### config.mk
export PLATFORM = sky130hd
export DESIGN_NAME = slv_regs
export DESIGN_NICKNAME = d
export VERILOG_FILES = /design/src/rtl/slv_pkg.sv /design/src/rtl/slv_pump_decode.sv /design/src/rtl/slv_regs.sv
export SDC_FILE = /design/constraint.sdc
export NUM_CORES = 1
export LEC_CHECK = 0
export ABC_AREA = 1
export ABC_CLOCK_PERIOD_IN_PS = 8600
export BUFFER_PORTS_ARGS = -buffer_cell sky130_fd_sc_hd__buf_2
export CAP_MARGIN = 20
export CELL_PAD_IN_SITES_DETAIL_PLACEMENT = 0
export CELL_PAD_IN_SITES_GLOBAL_PLACEMENT = 1
export CORE_MARGIN = 2
export CORE_UTILIZATION = 45
export CTS_BUF_LIST = sky130_fd_sc_hd__clkbuf_4
export CTS_CLUSTER_SIZE = 40
export DETAILED_ROUTE_END_ITERATION = 16
export PLACE_DENSITY_LB_ADDON = 0.25
export SKIP_CTS_REPAIR_TIMING = 1
export SYNTH_ARGS = -nofsm -noshare
export SYNTH_HDL_FRONTEND = slang
export SYNTH_SLANG_ARGS = --single-unit
### constraint.sdc
create_clock -name core_clk -period 8.6 [get_ports core_clk]
set_clock_uncertainty 0.05 [all_clocks]
set_input_delay 1.72 -clock core_clk [delete_from_list [all_inputs] [get_ports core_clk]]
set_output_delay 1.72 -clock core_clk [all_outputs]
set_load 0.01 [all_outputs]
### src/rtl/slv_pkg.sv
// Package with the register map, field layout and reset values of the bank.
package slv_pkg;
  localparam int REG_W = 16;
  localparam int NUM_REGS = 6;
  // Printed offsets are register indices; byte address is four times each.
  localparam logic [7:0] IDX_CP    = 8'h0e;
  localparam logic [7:0] IDX_FIXF  = 8'h0f;
  localparam logic [7:0] IDX_CUR   = 8'h10;
  localparam logic [7:0] IDX_FIX11 = 8'h11;
  localparam logic [7:0] IDX_FIX12 = 8'h12;
  localparam logic [7:0] IDX_BAND  = 8'h13;
  localparam logic [7:0] IDX_OVR   = 8'h14;
  localparam logic [7:0] IDX_STAT  = 8'h15;
  localparam logic [15:0] RST_CP    = 16'h1e70;
  localparam logic [15:0] RST_FIXF  = 16'h064f;
  localparam logic [15:0] RST_CUR   = 16'h0080;
  localparam logic [15:0] RST_FIX11 = 16'h0096;
  localparam logic [15:0] RST_FIX12 = 16'h0064;
  localparam logic [15:0] RST_BAND  = 16'h27b7;
  localparam logic [15:0] RST_OVR   = 16'h0000;
  localparam int GAIN_LSB = 4;
  localparam int GAIN_W = 3;
  localparam int CUR_W = 9;
  localparam int BAND_W = 8;
  localparam int CUR_OVR_BIT = 14;
  localparam int BAND_OVR_BIT = 11;
  localparam logic [7:0] BAND_MAX = 8'hb7;
  // Pump current in mA for each gain code; zero marks tri-state or unused.
  localparam logic [3:0] CP_MA_0 = 4'h0;
  localparam logic [3:0] CP_MA_4 = 4'h3;
  localparam logic [3:0] CP_MA_1 = 4'h6;
  localparam logic [3:0] CP_MA_5 = 4'h9;
  localparam logic [3:0] CP_MA_3 = 4'hc;
  localparam logic [3:0] CP_MA_7 = 4'hf;
endpackage : slv_pkg

### src/rtl/slv_pump_decode.sv
// Charge pump gain code decoder.
`timescale 1ns/1ns
module slv_pump_decode
  import slv_pkg::*;
(
  input  wire logic [slv_pkg::GAIN_W-1:0] gainCode,   // Gain code field.
  output logic      [3:0]                 pumpMilliAmp, // Total current.
  output logic                            pumpEnable,   // Pump not tri-stated.
  output logic                            pumpCodeBad   // Unused code.
);
  always_comb
  begin
    pumpMilliAmp = CP_MA_0;
    pumpCodeBad  = 1'b0;
    case (gainCode)
      3'h0: pumpMilliAmp = CP_MA_0;
      3'h4: pumpMilliAmp = CP_MA_4;
      3'h1: pumpMilliAmp = CP_MA_1;
      3'h5: pumpMilliAmp = CP_MA_5;
      3'h3: pumpMilliAmp = CP_MA_3;
      3'h7: pumpMilliAmp = CP_MA_7;
      default: pumpCodeBad = 1'b1;
    endcase
  end
  assign pumpEnable = (pumpMilliAmp != CP_MA_0);
endmodule : slv_pump_decode

### src/rtl/slv_regs.sv
// Loop and oscillator override register bank with an APB slave port.
`timescale 1ns/1ns
module slv_regs
  import slv_pkg::*;
(
  input  wire logic                          core_clk,     // 25 MHz clock.
  input  wire logic                          rst,          // Async reset.
  input  wire logic                          psel,         // APB select.
  input  wire logic                          penable,      // APB enable.
  input  wire logic                          pwrite,       // APB write.
  input  wire logic [11:0]                   paddr,        // APB byte addr.
  input  wire logic [31:0]                   pwdata,       // APB write data.
  input  wire logic [3:0]                    pstrb,        // APB strobes.
  output logic      [31:0]                   prdata,       // APB read data.
  output logic                               pready,       // APB ready.
  output logic                               pslverr,      // APB error.
  input  wire logic [slv_pkg::CUR_W-1:0]     calCurrent,   // Calibrated cur.
  input  wire logic [slv_pkg::BAND_W-1:0]    calBand,      // Calibrated band.
  output logic      [slv_pkg::CUR_W-1:0]     oscCurrent,   // Applied current.
  output logic      [slv_pkg::BAND_W-1:0]    oscBand,      // Applied band.
  output logic      [slv_pkg::GAIN_W-1:0]    chargePumpGainCode, // Gain.
  output logic      [3:0]                    pumpMilliAmp, // Pump current.
  output logic                               pumpEnable,   // Pump driving.
  output logic                               bandInvalid   // Override band over 183.
);
  import slv_pkg::*;

  ////////////////////////////////////////////////////////////////////////////
  // Address decode.
  logic [15:0] regs [NUM_REGS+1];
  logic [7:0]  regIndex;
  logic        wordAligned;
  logic        hitBank;
  logic        hitStat;
  logic        accessPhase;
  logic        doWrite;
  logic [2:0]  slot;
  logic [15:0] mergedWord;
  logic [15:0] slotWord;
  logic        pumpCodeBad;

  assign regIndex    = paddr[9:2];
  assign wordAligned = (paddr[1:0] == 2'b00) && (paddr[11:10] == 2'b00);
  assign hitBank     = wordAligned && regIndex >= IDX_CP
                       && regIndex <= IDX_OVR;
  assign hitStat     = wordAligned && regIndex == IDX_STAT;
  assign slot        = 3'(regIndex - IDX_CP);
  assign accessPhase = psel && penable;
  assign doWrite     = accessPhase && pwrite && hitBank;
  assign pready      = 1'b1;
  assign pslverr     = accessPhase && !(hitBank || (hitStat && !pwrite));
  // Slot seven has no storage behind it; it reads as zero, not as unknown.
  assign slotWord    = (slot <= 3'(NUM_REGS)) ? regs[slot] : 16'h0000;
  assign mergedWord  = {pstrb[1] ? pwdata[15:8] : slotWord[15:8],
                        pstrb[0] ? pwdata[7:0]  : slotWord[7:0]};

  ////////////////////////////////////////////////////////////////////////////
  // Storage; slot six holds the override selects.
  localparam logic [15:0] RESETS [NUM_REGS+1] = '{RST_CP, RST_FIXF,
    RST_CUR, RST_FIX11, RST_FIX12, RST_BAND, RST_OVR};

  for (genvar i = 0; i <= NUM_REGS; i++)
  begin : g_reg
    always_ff @(posedge core_clk or posedge rst)
    begin
      if (rst)
        regs[i] <= RESETS[i];
      else if (doWrite && slot == 3'(i))
        regs[i] <= mergedWord;
    end
  end

  ////////////////////////////////////////////////////////////////////////////
  // Read data, captured at the end of the setup cycle and held through the
  // access phase, so that it comes from a flip-flop and stands steady at
  // the edge where the master samples it together with pready.
  // Outside a read it returns to zero one edge after the access ends.
  logic        setupPhase;
  logic [31:0] next_prdata;
  assign setupPhase  = psel && !penable && !pwrite;
  assign next_prdata = hitBank ? {16'h0000, slotWord} :
                       hitStat ? {29'h0, pumpCodeBad, bandInvalid,
                                  pumpEnable} : 32'h0;
  always_ff @(posedge core_clk or posedge rst)
  begin
    if (rst)
      prdata <= 32'h0;
    else if (setupPhase)
      prdata <= next_prdata;
    else if (!accessPhase)
      prdata <= 32'h0;
  end

  ////////////////////////////////////////////////////////////////////////////
  // Oscillator and pump controls.
  logic curOvr;
  logic bandOvr;
  logic outLive;

  // The registered controls hold reset values for one edge after reset
  // ends; the oscillator checks that look one edge back are held off until then.
  always_ff @(posedge core_clk or posedge rst)
  begin
    if (rst)
      outLive <= 1'b0;
    else
      outLive <= 1'b1;
  end

  assign curOvr  = regs[6][CUR_OVR_BIT];
  assign bandOvr = regs[6][BAND_OVR_BIT];
  assign chargePumpGainCode = regs[0][GAIN_LSB +: GAIN_W];

  always_ff @(posedge core_clk or posedge rst)
  begin
    if (rst)
    begin
      oscCurrent  <= RST_CUR[CUR_W-1:0];
      oscBand     <= RST_BAND[BAND_W-1:0];
      bandInvalid <= 1'b0;
    end
    else
    begin
      oscCurrent  <= curOvr ? regs[2][CUR_W-1:0] : calCurrent;
      oscBand     <= bandOvr ? regs[5][BAND_W-1:0] : calBand;
      bandInvalid <= bandOvr && regs[5][BAND_W-1:0] > BAND_MAX;
    end
  end

  slv_pump_decode u_pump (
    .gainCode     (chargePumpGainCode),
    .pumpMilliAmp (pumpMilliAmp),
    .pumpEnable   (pumpEnable),
    .pumpCodeBad  (pumpCodeBad)
  );

  ////////////////////////////////////////////////////////////////////////////
  // Checks on the oscillator controls.
  chk_cur_override: assert property (
    @(posedge core_clk) disable iff (rst)
    outLive && curOvr |=> oscCurrent == $past(regs[2][CUR_W-1:0]))
    else $error("Oscillator current ignores override.");
  chk_cur_calib: assert property (
    @(posedge core_clk) disable iff (rst)
    outLive && !curOvr |=> oscCurrent == $past(calCurrent))
    else $error("Oscillator current ignores calibration.");
  chk_band_override: assert property (
    @(posedge core_clk) disable iff (rst)
    outLive && bandOvr |=> oscBand == $past(regs[5][BAND_W-1:0]))
    else $error("Oscillator band ignores override.");
  chk_band_calib: assert property (
    @(posedge core_clk) disable iff (rst)
    outLive && !bandOvr |=> oscBand == $past(calBand))
    else $error("Oscillator band ignores calibration.");
  chk_band_range: assert property (
    @(posedge core_clk) disable iff (rst)
    bandOvr && regs[5][7:0] > 8'hb7 |=> bandInvalid)
    else $error("Out of range band not flagged.");
  chk_band_valid: assert property (
    @(posedge core_clk) disable iff (rst)
    !(bandOvr && regs[5][7:0] > 8'hb7) |=> !bandInvalid)
    else $error("Valid band flagged as invalid.");

  ////////////////////////////////////////////////////////////////////////////
  // Checks on the pump decode.
  chk_pump_max: assert property (
    @(posedge core_clk) disable iff (rst)
    chargePumpGainCode == 3'h7 |-> pumpMilliAmp == 4'hf)
    else $error("Top gain code gives wrong current.");
  chk_pump_off: assert property (
    @(posedge core_clk) disable iff (rst)
    chargePumpGainCode == 3'h0 |-> !pumpEnable)
    else $error("Pump not tri-stated at code zero.");
  chk_pump_table: assert property (
    @(posedge core_clk) disable iff (rst)
    (chargePumpGainCode != 3'h4 || pumpMilliAmp == 4'h3)
    && (chargePumpGainCode != 3'h1 || pumpMilliAmp == 4'h6)
    && (chargePumpGainCode != 3'h5 || pumpMilliAmp == 4'h9)
    && (chargePumpGainCode != 3'h3 || pumpMilliAmp == 4'hc))
    else $error("Gain code gives wrong pump current.");
  chk_pump_unused: assert property (
    @(posedge core_clk) disable iff (rst)
    chargePumpGainCode == 3'h2 || chargePumpGainCode == 3'h6
    |-> pumpMilliAmp == 4'h0 && !pumpEnable && pumpCodeBad)
    else $error("Unused gain code drives the pump.");

  ////////////////////////////////////////////////////////////////////////////
  // Checks on the register port.
  chk_write_back: assert property (
    @(posedge core_clk) disable iff (rst)
    doWrite && pstrb[1:0] == 2'b11
    |=> regs[$past(slot)] == $past(pwdata[15:0]))
    else $error("Written word not stored.");
  chk_strobe_keep: assert property (
    @(posedge core_clk) disable iff (rst)
    doWrite && !pstrb[1]
    |=> regs[$past(slot)][15:8] == $past(slotWord[15:8]))
    else $error("Disabled byte lane was overwritten.");
  chk_no_side_write: assert property (
    @(posedge core_clk) disable iff (rst)
    !doWrite |=> $stable(regs[2]) && $stable(regs[5]) && $stable(regs[6]))
    else $error("Register changed without a write.");
  chk_read_back: assert property (
    @(posedge core_clk) disable iff (rst)
    accessPhase && !pwrite && hitBank |-> prdata[15:0] == slotWord
    && prdata[31:16] == 16'h0)
    else $error("Read data differs from stored word.");
  chk_prdata_idle: assert property (
    @(posedge core_clk) disable iff (rst)
    !psel |=> prdata == 32'h0)
    else $error("Read data not cleared when idle.");
  chk_err_unmapped: assert property (
    @(posedge core_clk) disable iff (rst)
    accessPhase && !hitBank && !hitStat |-> pslverr)
    else $error("Unmapped access not refused.");
  chk_stat_refuse: assert property (
    @(posedge core_clk) disable iff (rst)
    accessPhase && pwrite && hitStat |-> pslverr)
    else $error("Write to status not refused.");
  chk_err_quiet: assert property (
    @(posedge core_clk) disable iff (rst)
    pslverr |-> accessPhase && pready)
    else $error("Error raised outside an access.");

  cov_cur_ovr: cover property (@(posedge core_clk) disable iff (rst)
    $rose(curOvr));
  cov_band_ovr: cover property (@(posedge core_clk) disable iff (rst)
    $rose(bandOvr));
  cov_bad_band: cover property (@(posedge core_clk) disable iff (rst)
    bandInvalid);
  cov_err: cover property (@(posedge core_clk) disable iff (rst) pslverr);
  cov_bad_code: cover property (@(posedge core_clk) disable iff (rst)
    pumpCodeBad);
endmodule : slv_regs

-- Word-level counts from Yosys, hierarchy flattened
Cells that the tools add are included.
- shift-type cells: 0
- divide/modulo/power cells: 0
- $mul: 0
- mux-type cells: 14
- equality and inequality tests: 13
- bitwise logic cells: 1
- magnitude comparators: 5
- reductions and logical operators: 29
- $add $sub $neg: 1
- operators by type and width (operator ; number):
    16-bit two-way mux ; 4
    32-bit two-way mux ; 2
    16-bit binary-select mux with 3-bit select ; 1
    8-bit two-way mux ; 3
    4-bit one-hot mux with 5 select lines ; 1
    1-bit logical AND ; 19
    3-bit equality test, second input constant ; 6
    3-bit by 2-bit equality test with 1-bit output, second input constant ; 3
    9-bit two-way mux ; 1
    8-bit by 5-bit equality test with 1-bit output, second input constant ; 1
    8-bit by 4-bit greater-or-equal comparator with 1-bit output, second input constant ; 1
    8-bit greater-than comparator, second input constant ; 1
    8-bit by 5-bit less-or-equal comparator with 1-bit output, second input constant ; 1
    3-bit by 1-bit equality test with 1-bit output, second input constant ; 2
    3-bit zero test ; 2
    6-bit OR reduction ; 1
    4-bit greater-or-equal comparator, second input constant ; 1
    2-bit zero test ; 2
    3-bit NOT with 4-bit output ; 1
    4-bit nonzero test ; 1
    3-bit less-or-equal comparator, second input constant ; 1
    1-bit zero test ; 3
    3-bit two-way mux ; 1
    3-bit subtractor, second input constant ; 1
    other kinds (3) ; 3
- memories: 0
- latch bits: 0
- register bits: 162
- bits in read-only memories: 0
- RAM bits: 0
- output and inout bits: 60
- input bits: 70
- word-level logic and storage cells: 74

-- Logic depth before layout (Yosys ltp)
Gate-level depths: netlist of the first run.
- word-level depth: 8
- depth in mapped cells: 14
- gate-level depth less buffers: 11

-- Hierarchy
Synthesis of the first run repeated with hierarchy kept, for this count alone.
- cell total of the unflattened synthesis: 1034
- area, all modules: 7559.8 um^2
- modules (own cells, without submodules) (module ; area each (um^2) ; sequential area each (um^2) ; cells each ; instances):
    slv_regs ; 7499.7 ; 3702.3 ; 1019 ; 1
    slv_pump_decode ; 60.1 ; 0.0 ; 15 ; 1

-- Worst setup path after synthesis of the first run
OpenSTA, ideal clock, no wires.
- path kind: input -> output
- start point: input port paddr[3]
- end point: output port pslverr
- path buffers: 3
- setup slack: 3.737 ns
- data arrival time: 3.093 ns
- data required time: 6.830 ns
- stages on the path: 10
- cells stage by stage: buf_4 > inv_1 > clkbuf_1 > ha_1 > nand2_1 > nand2_1 > nand3_1 > nor2_2 > buf_6 > a211oi_1
- longest elaborated chain between the ends: 6
- elaborated cells on any way between the ends: 10
- classes of those cells: order compare (2); eq/ne (1); reduce/logical (7)
- RTL lines (element ; RTL line ; source):
    start: declaration ; slv_regs.sv:11 ; input wire logic [11:0] paddr,
    8-bit by 4-bit greater-or-equal comparator with 1-bit output / 8-bit by 5-bit equality test with 1-bit output (equally long branches) ; slv_regs.sv:44, slv_regs.sv:46 ;
    1-bit logical AND, on equally long branches ; slv_regs.sv:44, slv_regs.sv:46 ;
    1-bit logical AND, on equally long branches ; slv_regs.sv:45, slv_regs.sv:51 ;
    1-bit logical OR (*) ; slv_regs.sv:51 ; assign pslverr = accessPhase && !(hitBank || (hitStat && !pwrite));
    1-bit zero test (*) ; slv_regs.sv:51 ;
    1-bit logical AND (*) ; slv_regs.sv:51 ;
    end: declaration ; slv_regs.sv:16 ; output logic pslverr,
Every way passes the cells marked *; elsewhere a longest branch is shown, timed or not.

-- Worst setup path after layout of the first run
- start point: input port paddr[2]
- end point: output port pslverr
The elaborated chain is that of the path after synthesis.

==> results.json, run 1 <==
{
  "die_w_um": 132,
  "cp_max_fo": 30,
  "cts_buffers": 17,
  "cellInternalPower_mw": 0.962,
  "worst_pin_slew_ps": 1050,
  "grt_max_degree": 81,
  "fmax_ghz": 0.170,
  "stdcell_count": 1297,
  "drtIter0Drc": 579,
  "cts_tree": "yes",
  "routed_wl_mm": 21.2,
  "grt_overflow": 0,
  "switching_share_pct": 26.1,
  "fp.dieH_um": 132,
  "criticalPathCategory": "input pin to output port",
  "syn-cell-area_mm2": 0.00734,
  "grt_pass1_wl_mm": 34.2,
  "post-place-ws_ps": 2740,
  "antenna_found_initial": 2,
  "core-area_mm2": 0.0159,
  "drive_gt1_share_pct": 18.2,
  "rsz0062_at_grt": "false",
  "r2r_setup_slack_ps": 6640,
  "nets": 1138,
  "final_hold_viol_count": 0,
  "yosysUniqueCellTypes": 25,
  "dp_cells": 1264,
  "clkPwrFrac_pct": 37.7,
  "setup_tns_ps": 0,
  "fin_crit_sh_pct": 68.2,
  "layout_setup_ws_ps": 2730,
  "p_per_area_mw_per_mm2": 161,
  "setup_violations": 0,
  "leakage_nw": 4.52,
  "cts_buffer_depth": 2,
  "pwr-share-comb_pct": 9.0,
  "final_util_pct": 51.1,
  "outcome": "finished clean",
  "start_util_pct": 46.2,
  "dr.pass1.iters": 5,
  "core.rowCount": 46,
  "grt_pass1_vias": 6026,
  "wl_per_cell_um": 16.3,
  "endpoint_kind": "output port",
  "htree_levels": 4,
  "cts.clk_slew.worst_paths_ps": 120,
  "yosysWarnings": 0,
  "syn_inst": 994,
  "seqPwrFrac_pct": 53.3,
  "worstPathArrival_ps": 4100,
  "drc": 0,
  "hold_path.class": "register to register",
  "dp_hpwl_mm": 13.8,
  "cts_sinks": 146,
  "drv_slew": 0,
  "grt.total_usage_pct": 25.6,
  "r2r_cells": 8,
  "insertion_delay_ps": 570,
  "vias": 6501,
  "place_congestion": 0.805,
  "p_sw_mw": 0.340,
  "slew-limit-headroom_pct": 29.6,
  "fillers": 1629,
  "start_kind": "input pin",
  "final_common_cell": "nand2_1",
  "antenna_left": 0,
  "ys_seq_area_share_pct": 50.5,
  "die-area_mm2": 0.0173,
  "avgSynthCellArea_um2": 7.38,
  "io_buffers": 94,
  "required_ps": 6830,
  "mostFrequentLayoutCells": "nand2_1, dfrtp_1, buf_2, nand3_1",
  "viasPerCell": 5.01,
  "period_needed_ps": 5870,
  "min_path_cells": 2,
  "area_delta_synth_final_pct": 10.6,
  "io_pins": 130,
  "drv_cap": 0,
  "ys_ff_latch": 146,
  "ctsRootBufferMaster": "clkbuf_4",
  "vdd.ir_drop.worst_mv": 0.0834
}
cells in the mapped netlist:
cell type / count / area [um2]
buf_4: 25 / 188
nor2_1: 39 / 146
ha_1: 1 / 12.5
and2_1: 1 / 6.26
a211oi_1: 1 / 7.51
o21ai_0: 8 / 40.0
dfstp_2: 39 / 1020
nor2_2: 5 / 31.3
nand3_4: 1 / 17.5
conb_1: 2 / 7.51
nor3_1: 1 / 5.00
buf_6: 6 / 67.6
nor2_4: 4 / 45.0
a21oi_1: 19 / 95.1
mux2_2: 12 / 135
nand4_1: 14 / 87.6
inv_1: 30 / 113
nand2_1: 603 / 2260
inv_2: 4 / 15.0
or2_2: 1 / 6.26
nand3_1: 41 / 205
clkbuf_1: 15 / 56.3
nand3_2: 2 / 20.0
dfrtp_1: 107 / 2680
buf_2: 13 / 65.1
cells by family after synthesis:
group	after synthesis	share of synthesized area [%]
simple gates	712	38.6
flops	146	50.5
buf+inv	93	6.87
compound gates	28	1.94
mux	12	1.84
other cells	2	0.102
fa+ha+maj	1	0.170
per-stage QoR:
step                total power, mW  cell area, um2  hold slack [ps]
detailed placement            0.824            7790              407
floorplan                     0.782            7390              397
finish                         1.30            8120              424
CTS                            1.31            8110              427
global placement              0.824            7790              404
global route                   1.36            8120              431
worst paths after layout:
check	from	end
max in group asynchronous	rst	regs[22]
min in group asynchronous	rst	regs[45]
min	regs[52]	regs[52]
max	paddr[2]	pslverr
max reg2reg	curOvr	curOvr
min reg2reg	regs[52]	regs[52]
final cells by class:
type | count | area (um2) | area share, %
tap | 216 | 270 | 3.33
antenna | 1 | 2.50 | 0.0308
inverter | 34 | 133 | 1.63
clock inverter | 11 | 161 | 1.99
clock buffer | 21 | 158 | 1.94
multi-input combinational | 770 | 3190 | 39.3
sequential | 146 | 3700 | 45.6
timing repair buffer | 98 | 500 | 6.17
worst max-delay path, stage by stage:
cell,delay (ps)
buf_2,510
inv_2,360
nor2_1,670
inv_1,200
nor2_1,220
and2_1,170
a211oi_1,60
buf_2,170
power groups by stage:
stage	registers (mW)	clock network, mW	logic (mW)
final	0.694	0.491	0.117
after global routing	0.695	0.534	0.129
after floorplan	0.709	0	0.0734
after global placement	0.706	0	0.117
after CTS	0.694	0.498	0.118
after detailed placement	0.706	0	0.117
metal layers:
layer,up-vias,GRT usage (%),wire (um)
met5,-,0,0
met4,0,6.46,267
met3,25,4.44,1380
met2,237,39.2,9450
met1,3063,38.0,10100
li1,3176,-,-
registers in the layout (all words and copies together), names as in the netlist:
register            count
curOvr                  1
bandOvr                 1
oscBand                 8
bandInvalid             1
regs                  107
oscCurrent              9
prdata                 16
chargePumpGainCode      3
Power figures use the tool's default switching activity.
==> run 2: changes to the inputs <==
--- a/config.mk
+++ b/config.mk
@@ -5,14 +5,14 @@
 export SDC_FILE = /design/constraint.sdc
 export NUM_CORES = 1
 export LEC_CHECK = 0
-export ABC_AREA = 1
-export ABC_CLOCK_PERIOD_IN_PS = 8600
+export ABC_AREA = 0
+export ABC_CLOCK_PERIOD_IN_PS = 5350
 export BUFFER_PORTS_ARGS = -buffer_cell sky130_fd_sc_hd__buf_2
 export CAP_MARGIN = 20
 export CELL_PAD_IN_SITES_DETAIL_PLACEMENT = 0
 export CELL_PAD_IN_SITES_GLOBAL_PLACEMENT = 1
 export CORE_MARGIN = 2
-export CORE_UTILIZATION = 45
+export CORE_UTILIZATION = 40
 export CTS_BUF_LIST = sky130_fd_sc_hd__clkbuf_4
 export CTS_CLUSTER_SIZE = 40
 export DETAILED_ROUTE_END_ITERATION = 16
==> constraint.sdc (replaced) <==
create_clock -name core_clk -period 5.35 [get_ports core_clk]
set_clock_uncertainty 0.05 [all_clocks]
set_input_delay 1.07 -clock core_clk [delete_from_list [all_inputs] [get_ports core_clk]]
set_output_delay 1.07 -clock core_clk [all_outputs]
set_load 0.01 [all_outputs]
==> run 2 against run 1 <==
Effect of this change: global-route usage fell by 4.0 points; final cell count fell by 23%; clock power rose by 57%; flip-flop and latch count did not move; combinational power rose by 90%; synthesized area fell by 4.2%; core utilization fell by 5.3 points; critical path depth rose by 1; via count fell by 16%; highest routed layer unchanged.
==> results.json, run 2 <==
{
  "crit_chain": "buf_2 > inv_1 > ha_1 > nand2b_1 > a21o_1 > and2_1 > o21ai_0 > a31oi_1 > buf_2",
  "fp.dieH_um": 137,
  "yosysMostFrequentCell": "a21oi_1",
  "grt_pass1_wl_mm": 29.9,
  "fmax_ghz": 0.240,
  "fillers": 1652,
  "cts.clk_slew.worst_paths_ps": 120,
  "worst_path_most_repeated_cell": "buf_2",
  "drv_slew": 0,
  "wl_met1_mm": 8.63,
  "worst_pin_slew_ps": 916,
  "dp_cells": 962,
  "dr.pass1.iters": 7,
  "async_flop_share_pct": 100,
  "yosysUniqueCellTypes": 51,
  "cts_buffer_depth": 2,
  "top_regs": "regs (107), prdata (16), oscCurrent (9)",
  "ys_seq_area_share_pct": 52.7,
  "stdcell_count": 998,
  "fin_crit_sh_pct": 78.0,
  "viasPerCell": 5.45,
  "drtIter0Drc": 385,
  "cts_sinks": 146,
  "io_buffers": 94,
  "core-area_mm2": 0.0172,
  "p_per_area_mw_per_mm2": 268,
  "criticalPathCategory": "input pin to output port",
  "avgSynthCellArea_um2": 10.2,
  "cp_max_fo": 9,
  "yosys-top-cells-count": "a21oi_1, nor2_1, dfrtp_1",
  "drc": 0,
  "crit_path_max_incr_delay_ps": 520,
  "grt_overflow": 0,
  "synthFlopType": "dfrtp_1",
  "die-area_mm2": 0.0187,
  "grt_pass1_vias": 5439,
  "start_util_pct": 40.8,
  "wl_met2_mm": 9.06,
  "outcome": "finished clean",
  "syn-cell-area_mm2": 0.00703,
  "vdd.ir_drop.worst_mv": 0.108,
  "nets": 830,
  "place_congestion": 0.828,
  "period_needed_ps": 4170,
  "cpMaxStageDelayCell": "a21o_1",
  "hold_path.class": "input pin to asynchronous set/reset pin",
  "slew-limit-headroom_pct": 38.8,
  "vias": 5444,
  "synth_area_leaders": "dfrtp_1, dfstp_2, a21oi_1",
  "rsz0062_at_grt": "false",
  "die_w_um": 137,
  "synth-edff-count": 0,
  "syn_inst": 687,
  "core.rowCount": 48,
  "ys_ff_latch": 146,
  "synth_top_cell_area_share_pct": 38.1,
  "drv_cap": 0,
  "setup_violations": 0,
  "start_kind": "input pin",
  "ctsRootBufferMaster": "clkbuf_4",
  "grt_max_degree": 113,
  "yosysWarnings": 0,
  "cts_tree": "yes",
  "largest_reg_flops": 107,
  "mostFrequentLayoutCells": "a21oi_1, nor2_1, dfrtp_1, buf_2, mux2i_1",
  "met3WireLength_mm": 1.11,
  "dp_hpwl_mm": 12.8,
  "required_ps": 4230,
  "cts_buffers": 17,
  "top_layer_used": "met4",
  "final_hold_viol_count": 0,
  "yosysTopAreaCell": "dfrtp_1",
  "insertion_delay_ps": 570,
  "top_register": "regs",
  "grt.total_usage_pct": 21.6,
  "worstPathArrival_ps": 3050,
  "setup_tns_ps": 0,
  "drive_gt1_share_pct": 27.1,
  "critical-path-top-delay-family": "compound AO/OA/AOI/OAI gates",
  "antenna_left": 0,
  "io_pins": 130,
  "area_delta_synth_final_pct": 12.3,
  "routed_wl_mm": 19.3,
  "htree_levels": 4,
  "final_common_cell": "a21oi_1",
  "antenna_found_initial": 1,
  "wl_per_cell_um": 19.3,
  "cp.buffers_inverters": 3,
  "leakage_nw": 3.62,
  "endpoint_kind": "output port"
}
run 2: cell types whose count changed in the layout (fill, tap and decap cells not counted), moves of 16 or more:
cell	change
nor2_1	+79
o21ai_1	+17
inv_1	-26
a22oi_1	+16
nand3_1	-35
mux2i_1	+47
a21oi_1	+105
nand2_1	-573
run 2: through the flow:
step / cell area [um2] / setup WS (ps) / hold WS [ps] / utilization (%) / power, mW
floorplan: 7090 / 372 / 431 / - / 1.29
global placement: 7530 / 1110 / 412 / 43.7 / 1.35
detailed placement: 7530 / 1110 / 425 / 43.7 / 1.36
CTS: 7840 / 1160 / 451 / 45.5 / 2.13
global route: 7890 / 1040 / 362 / 45.8 / 2.21
finish: 7890 / 1180 / 394 / 45.8 / 2.11
run 2: kinds of logic (layout without fill, tap and decap cells):
family | after synthesis | after routing | share of synthesized area [%]
AOI/OAI and AO/OA | 213 | 213 | 19.5
adders and majority gates | 1 | 1 | 0.178
buffers and inverters | 76 | 146 | 6.21
DFF | 146 | 146 | 52.7
muxes | 63 | 63 | 9.26
other | 2 | 18 | 0.107
and+or+nand+nor | 186 | 186 | 12.1
run 2: path summary, 6_finish.rpt:
path / startpoint / endpoint / slack, ps / depth (start not counted)
setup reg to reg: regs[108] / regs[108] / 3320 / 5
hold / removal: rst / regs[93] / 390 / 2
hold reg to reg: prdata[10] / prdata[10] / 440 / 2
setup / recovery: paddr[3] / pslverr / 1180 / 9
max in group asynchronous: rst / regs[107] / 4100 / 3
min in group core_clk: prdata[10] / prdata[10] / 440 / 2
run 2: power breakdown:
| part | total, mW | switching (mW) | internal [mW] |
|---|---|---|---|
| registers | 1.12 | 0.00289 | 1.12 |
| logic | 0.222 | 0.154 | 0.0672 |
| clock network | 0.773 | 0.392 | 0.381 |
run 2: metal layers:
metal	track usage, %	vias up
met5	0	-
met2	34.1	196
met1	28.9	2682
met3	4.63	34
met4	9.14	0
li1	-	2532
run 2: layout make-up:
class	count	area, um2	area share, %
Sequential cell	146	3700	46.9
Clock inverter	12	164	2.08
Inverter	4	20.0	0.254
Tap cell	225	282	3.57
Clock buffer	20	150	1.90
Multi-Input combinational cell	480	2950	37.4
Timing Repair Buffer	110	618	7.83
Antenna cell	1	2.50	0.0317
==> run 3: changes to the inputs <==
--- a/config.mk
+++ b/config.mk
@@ -6,7 +6,7 @@
 export NUM_CORES = 1
 export LEC_CHECK = 0
 export ABC_AREA = 0
-export ABC_CLOCK_PERIOD_IN_PS = 5350
+export ABC_CLOCK_PERIOD_IN_PS = 3600
 export BUFFER_PORTS_ARGS = -buffer_cell sky130_fd_sc_hd__buf_2
 export CAP_MARGIN = 20
 export CELL_PAD_IN_SITES_DETAIL_PLACEMENT = 0
==> constraint.sdc (replaced) <==
create_clock -name core_clk -period 3.6 [get_ports core_clk]
set_clock_uncertainty 0.05 [all_clocks]
set_input_delay 0.72 -clock core_clk [delete_from_list [all_inputs] [get_ports core_clk]]
set_output_delay 0.72 -clock core_clk [all_outputs]
set_load 0.01 [all_outputs]
==> run 3 against run 2 <==
Effect of this change: final cell count up 2.2%; design area rose by 2.2%; via count down 0.42%; clock power up 27%; hold slack got worse by 100 ps; critical endpoint unchanged.
==> results.json, run 3 (synthesized netlist as in run 2, its figures left out) <==
{
  "die_w_um": 137,
  "grt_overflow": 0,
  "final_hold_viol_count": 0,
  "crit_path_max_incr_delay_ps": 310,
  "dp_cells": 986,
  "grt_pass1_vias": 5211,
  "drive_gt1_share_pct": 28.6,
  "cts_buffer_depth": 2,
  "insertion_delay_ps": 560,
  "htree_levels": 4,
  "drv_cap": 0,
  "stdcell_area_mm2": 0.00807,
  "endpoint": "pslverr",
  "endpoint_kind": "output port",
  "setup_violations": 0,
  "switching_share_pct": 26.2,
  "dp_hpwl_mm": 13.5,
  "r2r-start": "curOvr",
  "worst_pin_slew_ps": 638,
  "final_common_cell": "a21oi_1",
  "antenna_left": 0,
  "place_area_mm2": 0.00778,
  "slew-limit-headroom_pct": 57.5,
  "area_delta_synth_final_pct": 14.8,
  "routed_wl_mm": 18.9,
  "top_register": "regs",
  "startpoint": "paddr[3]",
  "die-area_mm2": 0.0187,
  "rsz0062_at_grt": "false",
  "fmax_ghz": 0.337,
  "io_pins": 130,
  "cts_sinks": 146,
  "r2r_cells": 5,
  "cellInternalPower_mw": 2.21,
  "outcome": "finished clean",
  "leakage_nw": 3.71,
  "ctsRootBufferMaster": "clkbuf_4",
  "mostFrequentLayoutCells": "a21oi_1, nor2_1, dfrtp_1, buf_2, mux2i_1",
  "cts.clk_slew.worst_paths_ps": 120,
  "hold_path.class": "input pin to register",
  "start_util_pct": 40.8,
  "stdcell_count": 1020,
  "seqPwrFrac_pct": 55.6,
  "fp.dieH_um": 137,
  "core.rowCount": 48,
  "fin_crit_sh_pct": 82.4,
  "dr.pass1.iters": 5,
  "drtIter0Drc": 389,
  "timing.rr.end": "regs[62]",
  "antenna_found_initial": 1,
  "core-area_mm2": 0.0172,
  "worstPathArrival_ps": 2200,
  "cts_tree": "yes",
  "criticalPathCategory": "input pin to output port",
  "clkPwrFrac_pct": 32.8,
  "start_kind": "input pin",
  "r2r_setup_slack_ps": 1710,
  "viasPerCell": 5.31,
  "top_regs": "regs (107), prdata (16), oscCurrent (9)",
  "io_buffers": 94,
  "wl_per_cell_um": 18.6,
  "p_per_area_mw_per_mm2": 371,
  "drc": 0,
  "nets": 853,
  "worst_path_most_repeated_cell": "buf_2",
  "cts_buffers": 17,
  "cpMaxStageDelayCell": "a21o_1",
  "largest_reg_flops": 107,
  "vias": 5421,
  "grt.total_usage_pct": 21.4,
  "vdd.ir_drop.worst_mv": 0.219,
  "grt_max_degree": 46,
  "setup_tns_ps": 0,
  "drv_slew": 0,
  "cp_max_fo": 6,
  "period_needed_ps": 2970,
  "grt_pass1_wl_mm": 29.6,
  "crit_chain": "buf_2 > inv_1 > ha_1 > nand2b_1 > a21o_1 > and2_1 > o21ai_0 > a31oi_1 > buf_2",
  "p_sw_mw": 0.782,
  "final_util_pct": 46.8,
  "pwr-share-comb_pct": 11.7,
  "place_congestion": 0.846,
  "required_ps": 2830
}
-- run 3: how the worst min path moves through the flow --
stage / from / end / slack, ps / cells past startpoint
4_1_cts: calBand[7] / oscBand[7] / 260 / 3
6_report: calBand[7] / oscBand[7] / 290 / 3
3_5_place_dp: prdata[8] / prdata[8] / 420 / 2
3_3_place_gp: prdata[8] / prdata[8] / 410 / 2
5_1_grt: calBand[7] / oscBand[7] / 280 / 3
2_1_floorplan: regs[49] / regs[49] / 430 / 2
-- run 3: critical path: cells and delay by family --
family,cells,cell delay [ps]
buffers and inverters,3,330
adder cells (fa/ha/maj),1,230
AND/OR/NAND/NOR,2,350
AO/OA/AOI/OAI,3,570
-- run 3: power groups by stage --
stage               registers, mW  clock network [mW]  logic (mW)
finish                       1.66               0.980       0.349
global route                 1.66                1.09       0.380
CTS                          1.66                1.02       0.343
detailed placement           1.69                   0       0.343
global placement             1.69                   0       0.338
floorplan                    1.70                   0       0.214
-- run 3: final cells by class --
cell class,count,area [um2]
multi-input combinational,480,2950
tap,225,282
fill,1674,9170
sequential,146,3700
clock buffer,22,165
inverter,4,18.8
antenna,1,2.50
clock inverter,9,91.3
timing repair buffer,133,853
-- run 3: through the flow --
stage                     setup WS [ps]  power, mW  hold slack, ps
after global placement              521       2.03             414
final                               634       2.99             292
after detailed placement            520       2.03             423
after CTS                           639       3.02             255
after global routing                544       3.13             275
after floorplan                     426       1.91             431
-- run 3: per-layer routing --
layer | part of all wire, % | up-vias | track usage (%)
met1 | 47 | 2663 | 30.2
met5 | 0 | - | 0
met3 | 4.1 | 29 | 3.63
li1 | - | 2572 | -
met2 | 47 | 157 | 32.7
met4 | 2.2 | 0 | 8.39
